**src/logic/nand_host_pkg.sv**
```systemverilog
package nand_host_pkg;
   // bus cycle kinds the user may request
   typedef enum logic [2:0] {
      OP_CMD = 3'h0,
      OP_ADDR = 3'h1,
      OP_WDATA = 3'h2,
      OP_RDATA = 3'h3,
      OP_FULLADDR = 3'h4
   } op_e;

   // clock figures
   localparam int CLK_PERIOD_NS = 40;
   localparam int STROBE_LOW_NS = 25;
   localparam int STROBE_HIGH_NS = 15;
   localparam int READ_ACCESS_DELAY_NS = 20;
   // cycles held after a last strobe so a new busy reaches the synchroniser output
   localparam int BUSY_SETTLE_CYC = 2;
   localparam int STROBE_LOW_CYC =
      (STROBE_LOW_NS + CLK_PERIOD_NS - 1) / CLK_PERIOD_NS;
   localparam int STROBE_HIGH_CYC =
      (STROBE_HIGH_NS + CLK_PERIOD_NS - 1) / CLK_PERIOD_NS;
   localparam int READ_ACCESS_CYC =
      (READ_ACCESS_DELAY_NS + CLK_PERIOD_NS - 1) / CLK_PERIOD_NS;

   // address layout
   localparam int COL_BITS = 12;
   localparam int PAGE_BITS = 6;
   localparam int BLOCK_BITS = 12;
   localparam int ADDR_BYTES = 5;
   localparam logic [3:0] COL_SPARE_MASK = 4'h0;
   localparam logic [7:0] BYTE_ZERO = 8'h00;

   // a full memory address
   typedef struct packed {
      logic [BLOCK_BITS-1:0] block;
      logic [PAGE_BITS-1:0] page;
      logic [COL_BITS-1:0] column;
   } nand_addr_s;

   // one request from the user side
   typedef struct packed {
      op_e op;
      logic [7:0] data;
      nand_addr_s addr;
   } host_req_s;

   // pin levels the controller drives
   typedef struct packed {
      logic cmdLatch;
      logic addrLatch;
      logic chipSelN;
      logic writeStrobeN;
      logic readStrobeN;
      logic writeProtectN;
      logic volProtectEn;
   } nand_ctl_s;

   localparam nand_ctl_s CTL_IDLE = 7'b0011100;
endpackage : nand_host_pkg

```
**src/logic/nand_bus_host.sv**
```systemverilog
`timescale 1ns/1ps
// Summary of operation
// - bytes one, two carry column bits
// - bytes three to five carry page, block
// - column bit 12 low; spare range limit
// - host holds read strobe high when busy
// - full address as five address cycles
module nand_bus_host
   import nand_host_pkg::*;
#(
   parameter int LOW_CYC = STROBE_LOW_CYC,
   parameter int HIGH_CYC = STROBE_HIGH_CYC,
   parameter int ACCESS_CYC = READ_ACCESS_CYC
) (
   // clock and reset
   input wire logic clk_sys,
   input wire logic resetn,
   // user requests
   input wire logic reqValid,
   input wire host_req_s req,
   input wire logic allowModify,
   input wire logic protectEnable,
   output logic reqReady,
   // user answers
   output logic rdValid,
   output logic [7:0] rdData,
   output logic addrError,
   output logic planeSel,
   output logic deviceBusy,
   // device pins
   output logic cmdLatch,
   output logic addrLatch,
   output logic chipSelN,
   output logic writeStrobeN,
   output logic readStrobeN,
   output logic writeProtectN,
   output logic volatileProtectEnable,
   output logic [7:0] busOut,
   output logic busOe,
   input wire logic [7:0] busIn,
   input wire logic readyBusyN
);
   initial begin
      if (LOW_CYC < 1 || HIGH_CYC < 1 || ACCESS_CYC < 1 || ACCESS_CYC > LOW_CYC + 1)
         $error("nand_bus_host: strobe timing parameters out of range");
   end

   typedef enum logic [2:0] {
      ST_IDLE = 3'b000,
      ST_SETUP = 3'b001,
      ST_LOW = 3'b011,
      ST_HIGH = 3'b010,
      ST_NEXT = 3'b110
   } state_e;

   state_e state_r, state_nxt;
   logic [7:0] cnt_r, cnt_nxt;
   logic [2:0] byteIdx_r;
   host_req_s cur_r;
   logic [7:0] busIn2;
   logic rdyN2;
   logic sampleD1_r, sampleD2_r;

   pin_sync #(.WIDTH(9)) u_sync (
      .clk_sys(clk_sys),
      .resetn(resetn),
      .async({readyBusyN, busIn}),
      .synced({rdyN2, busIn2})
   );

   // address byte mapping
   wire nand_addr_s a = cur_r.addr;
   wire [7:0] addrByte [ADDR_BYTES];
   assign addrByte[0] = a.column[7:0];
   assign addrByte[1] = {3'h0, 1'b0, a.column[11:8]};
   assign addrByte[2] = {a.block[1:0], a.page};
   assign addrByte[3] = a.block[9:2];
   assign addrByte[4] = {6'h00, a.block[11:10]};
   wire isFull = cur_r.op == OP_FULLADDR;
   wire isWrite = cur_r.op != OP_RDATA;
   wire [7:0] outByte = isFull ? addrByte[byteIdx_r] : cur_r.data;
   wire lastByte = !isFull || byteIdx_r == 3'(ADDR_BYTES - 1);
   wire badAddr = req.op == OP_FULLADDR && req.addr.column[11] &&
                  req.addr.column[10:7] != COL_SPARE_MASK;
   wire busy = !rdyN2;
   wire accept = reqValid && state_r == ST_IDLE && !busy;
   wire phaseDone = cnt_r == 8'h00;
   wire sampleRead = state_r == ST_LOW && !isWrite &&
                     cnt_r == 8'(LOW_CYC - ACCESS_CYC);

   always_comb begin
      state_nxt = state_r;
      cnt_nxt = phaseDone ? 8'h00 : cnt_r - 8'h01;
      case (state_r)
         ST_IDLE: if (accept) begin
            state_nxt = ST_SETUP;
         end
         ST_SETUP: begin
            state_nxt = ST_LOW;
            cnt_nxt = 8'(LOW_CYC - 1);
         end
         ST_LOW: if (phaseDone) begin
            state_nxt = ST_HIGH;
            cnt_nxt = 8'(HIGH_CYC - 1);
         end
         ST_HIGH: if (phaseDone) begin
            state_nxt = lastByte ? ST_NEXT : ST_SETUP;
            cnt_nxt = lastByte ? 8'(BUSY_SETTLE_CYC) : 8'h00;
         end
         // wait out the busy synchroniser before taking the next request
         ST_NEXT: if (phaseDone) begin
            state_nxt = ST_IDLE;
         end
         default: state_nxt = ST_IDLE;
      endcase
   end

   always_ff @(posedge clk_sys or negedge resetn) begin
      if (!resetn) begin
         state_r <= ST_IDLE;
         cnt_r <= 8'h00;
      end else begin
         state_r <= state_nxt;
         cnt_r <= cnt_nxt;
      end
   end

   always_ff @(posedge clk_sys or negedge resetn) begin
      if (!resetn) begin
         cur_r <= '0;
         byteIdx_r <= 3'h0;
         addrError <= 1'b0;
         planeSel <= 1'b0;
      end else if (accept) begin
         cur_r <= req;
         byteIdx_r <= 3'h0;
         addrError <= badAddr;
         if (req.op == OP_FULLADDR) begin
            planeSel <= req.addr.block[0];
         end
      end else if (state_r == ST_HIGH && phaseDone && !lastByte) begin
         byteIdx_r <= byteIdx_r + 3'h1;
      end
   end

   wire strobeLow = state_r == ST_LOW;
   wire inCycle = state_r != ST_IDLE;

   always_ff @(posedge clk_sys or negedge resetn) begin
      if (!resetn) begin
         cmdLatch <= 1'b0;
         addrLatch <= 1'b0;
         chipSelN <= 1'b1;
         writeStrobeN <= 1'b1;
         readStrobeN <= 1'b1;
         busOut <= 8'h00;
         busOe <= 1'b0;
      end else begin
         cmdLatch <= inCycle && cur_r.op == OP_CMD;
         addrLatch <= inCycle && (cur_r.op == OP_ADDR || isFull);
         chipSelN <= !(state_nxt != ST_IDLE);
         writeStrobeN <= !(state_nxt == ST_LOW && isWrite);
         readStrobeN <= !(state_nxt == ST_LOW && !isWrite);
         busOut <= outByte;
         busOe <= state_nxt != ST_IDLE && state_nxt != ST_NEXT &&
                  (accept ? req.op != OP_RDATA : isWrite);
      end
   end

   always_ff @(posedge clk_sys or negedge resetn) begin
      if (!resetn) begin
         writeProtectN <= 1'b0;
         volatileProtectEnable <= 1'b0;
         reqReady <= 1'b0;
         rdValid <= 1'b0;
         rdData <= 8'h00;
         deviceBusy <= 1'b0;
         sampleD1_r <= 1'b0;
         sampleD2_r <= 1'b0;
      end else begin
         writeProtectN <= allowModify;
         volatileProtectEnable <= protectEnable;
         reqReady <= state_nxt == ST_IDLE && !busy;
         // read byte needs two more cycles through the bus synchroniser
         sampleD1_r <= sampleRead;
         sampleD2_r <= sampleD1_r;
         rdValid <= sampleD2_r;
         if (sampleD2_r) begin
            rdData <= busIn2;
         end
         deviceBusy <= busy;
      end
   end

   a_read_hold_busy: assert property (@(posedge clk_sys) disable iff (!resetn)
      busy && state_r == ST_IDLE |=> readStrobeN)
      else $error("read strobe fell while busy");
   a_five_addr_cycles: assert property (@(posedge clk_sys) disable iff (!resetn)
      accept && req.op == OP_FULLADDR |=> byteIdx_r == 3'h0 ##1 !(byteIdx_r > 3'h4)
      [*8])
      else $error("address byte index beyond five");
   a_col12_low: assert property (@(posedge clk_sys) disable iff (!resetn)
      addrLatch && isFull && byteIdx_r == 3'h1 && state_r == ST_LOW |->
      busOut[7:4] == 4'h0)
      else $error("column bit 12 driven high");
   a_strobe_excl: assert property (@(posedge clk_sys) disable iff (!resetn)
      !(cmdLatch && addrLatch) && (writeStrobeN || readStrobeN))
      else $error("conflicting strobes");
   a_sel_strobe: assert property (@(posedge clk_sys) disable iff (!resetn)
      $fell(writeStrobeN) |-> !chipSelN && busOe)
      else $error("write strobe without select");
endmodule : nand_bus_host

```
**src/logic/pin_sync.sv**
```systemverilog
`timescale 1ns/1ps
module pin_sync #(
   parameter int WIDTH = 1
) (
   // clock and reset
   input wire logic clk_sys,
   input wire logic resetn,
   // raw and synchronised levels
   input wire logic [WIDTH-1:0] async,
   output logic [WIDTH-1:0] synced
);
   logic [WIDTH-1:0] stage1_r;

   always_ff @(posedge clk_sys or negedge resetn) begin
      if (!resetn) begin
         stage1_r <= '0;
         synced <= '0;
      end else begin
         stage1_r <= async;
         synced <= stage1_r;
      end
   end
endmodule : pin_sync

```
**config.mk**
```make
export PLATFORM = sky130hd
export DESIGN_NAME = nand_bus_host
export DESIGN_NICKNAME = d
export VERILOG_FILES = /design/src/logic/nand_host_pkg.sv /design/src/logic/nand_bus_host.sv /design/src/logic/pin_sync.sv
export SDC_FILE = /design/constraint.sdc
export NUM_CORES = 1
export LEC_CHECK = 0
export BUFFER_PORTS_ARGS = -buffer_cell sky130_fd_sc_hd__buf_4
export CORE_MARGIN = 10
export CORE_UTILIZATION = 35
export CTS_CLUSTER_DIAMETER = 30
export DETAILED_ROUTE_END_ITERATION = 16
export GPL_ROUTABILITY_DRIVEN = 0
export HOLD_SLACK_MARGIN = 0.03
export SYNTH_ARGS = -nofsm -noshare
export SYNTH_HDL_FRONTEND = slang
export SYNTH_SLANG_ARGS = --single-unit
export TNS_END_PERCENT = 5
```
**constraint.sdc**
```tcl
create_clock -name clk_sys -period 3.4 [get_ports clk_sys]
set_clock_uncertainty 0.05 [all_clocks]
set_input_delay 0.68 -clock clk_sys [delete_from_list [all_inputs] [get_ports clk_sys]]
set_output_delay 0.68 -clock clk_sys [all_outputs]
set_load 0.05 [all_outputs]
```
==> impl_results.md <==
* Yosys warns at 0
* Clock Latency Late Sink at 0.35 ns
* Sequential area share after synthesis at 64.21%
* Startpoint types: flip-flop
* Synth top area cells: dfrtp_1 (62%), mux2_2 (13%), mux4_2 (2.2%), dfstp_2 (1.9%), nor2_1 (1.8%)
* Post-Synth Simple-Gate Area at under 10%
* Port buffer count at 83
* Number of endpoints failing setup at the final stage at 0
* Mux contribution to synthesized area at 17.36%
* # nets final at roughly 430
* Diodes inserted at 0
* Power per cell area at 845.1 nW/um^2
* Post-detailed-route count of antenna-violating nets at 0
* Vias at 2,487
* Largest area contributor in the netlist: dfrtp_1
* Combinational share of power at between 30% and 40%
* Layout cell share with drive strength beyond 1 at 43.01%
* Synth async-reset ratio at between 90% and 100%
* R2r endpoint: cur_r[35]
* Fin crit share at 75.00%
* CP Cell Sequence: nor3_1 -> and3_2 -> buf_4 -> mux2_2
* Number of max-cap violations at 0
* Crit path buffers/inverters at 1
* CP max-delay cell: and3_2
* Via density at 4.764
* Starting Density at 35.70%
* 1st-iter DRT viols at 222
* Peak supply drop at 404.4 uV
* Final min period at 2.550 ns
* Critical path launch point: state_r[2]
* Worst setup path class: reg2reg
* Main combinational cell family by area after synthesis: multiplexers
* Status: complete, no violations
* Crit end category: flip-flop
* Initial DRT Pass Iterations at 4
* H-tree depth at 3
* Cell variety after synth at 45
* Crit. path cell count at 4
* Slew HR at 43.95%
* HPWL Detailed at roughly 6400 um
* Synthesized Nets at ~350
* Sequential share of power at 44.8%
* DRC Markers at 0
* Post_cts resized at 0
* Internal power at between 0.002 and 0.003 W
* Largest net degree at the start of global routing at 67
* Clock slew seen by the registers of the worst setup and hold paths at 0.07 ns
* Total power draw at 0.004331 W
* Synthesized area at 4059 um^2
* Cell Rows at 39
* CORE AREA at 11,370 um^2
* CTS sink count at 104
* R2r startpoint: state_r[2]
* Vias in the first global route at 2,675
* Initial antenna violation count at 0
* Least-Margin Pin Slew at between 0.8 and 0.9 ns
* Cts bufs inserted at 9
* Post-Synth XOR/XNOR Area at 1.295%
* DIE HEIGHT at 127.7 um
* Setup_tns at 0 ns
* Die X-Extent at about 130 um
* #FFs+latches synth at between 100 and 150
* Leak Pwr at 2.391 nW
* Max clock buf depth at 2
* Critical Path Max Stage Delay at 0.79 ns
* Compound-cell area share of the yosys netlist at roughly 5.2%
* Area delta synth->final at 26.26%
* Grt total ovfl at 0
* Sw Share at between 30% and 40%
* Post-Synth Adder-Cell Area at 1.233%
* Slew Limit Fails at 0
* Hold Fails Final Rpt at 0
* Cell family with most CP delay: simple AND/OR/NAND/NOR gates
* First-pass GRT wire length at between 10,000 and 15,000 um
* Ports at 84
* Fmax at between 0.3 and 0.4 GHz
* RSZ-0062 raised after global routing: no
* Gate Count Post-Synth at 288
* Total GRT Usage at 10.87%
* CTS Root Cell: clkbuf_16
* Critical path required time at 3.58 ns
* Post-Layout Inst Area at slightly above 5000 um^2
* Critical-path maximum fanout at 36
* Hold Buf Count CTS at 0
* Net Sw Power at 0.001528 W
* Post-synth EDFFs at 0
* Flop-to-flop setup slack at roughly 0.85 ns
* Primary FF master, synth: dfrtp_1
* Syn avg cell area at 14.09 um^2
* CTS tree: built
* CP arrival at 2.73 ns
* Setup crit end: cur_r[35]
* Worst reg2reg path depth at 4
* Post-place instance area at 4836 um^2
* DR WL/cell at 16.54 um
* Top cell type's share of synthesized area at 62.27%
* Die ar. at between 15,000 and 20,000 um^2
* Min-delay worst type: reg2reg
* Clock Power Share at ~23%
* Routed Wire Length at 8636 um
* Post-CTS setup buffers at 0
[cell usage in the layout (no fill, tap or decap), drive strengths merged, types with 3 or more instances in the layout]
cell type,instances
buf,85
clkbuf,10
xnor2,4
nand2,14
dfstp,3
dfrtp,101
mux2,51
nor3,4
mux2i,4
or4,3
nor2,19
nor2b,4
ha,4
inv,13
mux4,4
and3,3
a21oi,10
nor4,3
o21ai,10
[Yosys cell counts (2+ instances only)]
cell / count
nor2b_1: 4
nor3b_1: 2
mux2_1: 3
xor2_1: 2
nor2_1: 19
buf_4: 3
a21oi_1: 10
a31oi_1: 2
o21ai_0: 9
nor3_1: 4
nand4_1: 2
buf_2: 4
clkbuf_1: 3
nand2_1: 13
nor4_1: 2
or4_1: 3
xnor2_1: 4
dfstp_2: 3
and3_1: 2
mux2i_1: 4
mux2_2: 48
nand3b_1: 2
mux4_2: 4
ha_1: 4
o31ai_1: 2
nand2b_1: 2
inv_1: 9
a22o_1: 2
dfrtp_1: 101
[worst min path at each step]
| stage | cells past startpoint | from | end |
|---|---|---|---|
| 6_report | 0 | u_sync.stage1_r[7] | u_sync.synced[7] |
| 5_1_grt | 0 | sampleD1_r | sampleD2_r |
| 4_1_cts | 0 | u_sync.stage1_r[7] | u_sync.synced[7] |
| 3_5_place_dp | 0 | u_sync.stage1_r[8] | u_sync.synced[8] |
| 3_3_place_gp | 0 | u_sync.stage1_r[8] | u_sync.synced[8] |
| 2_1_floorplan | 0 | sampleD1_r | sampleD2_r |
[logic make-up (layout without fill, tap and decap cells)]
kind of cell / Yosys count / in the layout
DFF: 104 / 104
AOI/OAI and AO/OA: 33 / 33
buffers and inverters: 19 / 110
adders and majority gates: 4 / 4
muxes: 59 / 59
and+or+nand+nor: 63 / 63
xor gates and xnor gates: 6 / 6
[stage by stage]
step / instances / setup WS [ns] / hold WS (ns) / util [%]
after floorplan: 288 / 1.575 / 0.2812 / -
after global placement: 506 / 0.9516 / 0.2815 / 42.53
after detailed placement: 506 / 0.8671 / 0.2847 / 42.53
after CTS: 522 / 0.8453 / 0.2977 / 45.08
after global routing: 522 / 0.6631 / 0.3020 / 45.08
final: 522 / 0.8499 / 0.2938 / 45.08
[state kept, by name, indices dropped and copies added (netlist names), 3 cells and up]
register,cells
a,30
cur_r,11
u_sync.stage1_r,9
u_sync.synced,9
busOut,8
cnt_r,8
rdData,8
byteIdx_r,3
state_r,3
[power groups by stage]
stage | clock network (W) | registers, W | logic [W]
floorplan | 0 | 0.00215 | 0.000792
global placement | 0 | 0.00195 | 0.00140
detailed placement | 0 | 0.00197 | 0.00140
CTS | 0.00103 | 0.00195 | 0.00141
global route | 0.00108 | 0.00201 | 0.00154
finish | 0.000999 | 0.00194 | 0.00139
[layout make-up]
type                            instances  area, um^2
Tap cell                              143       178.9
Timing Repair Buffer                   85       650.6
Fill cell                            1077        6245
Clock inverter                          6       50.05
Clock buffer                           10       239.0
Inverter                                9       33.78
Sequential cell                       104        2606
Multi-Input combinational cell        165        1366
[layer usage]
| metal | vias to the layer above | track usage [%] | share of wire (%) |
|---|---|---|---|
| li1 | 1197 | - | - |
| met1 | 1224 | 13.65 | 44 |
| met2 | 53 | 17.44 | 49 |
| met3 | 13 | 2.647 | 5.0 |
| met4 | 0 | 4.768 | 1.9 |
| met5 | - | 0 | 0 |
Power figures use the tool's default switching activity.
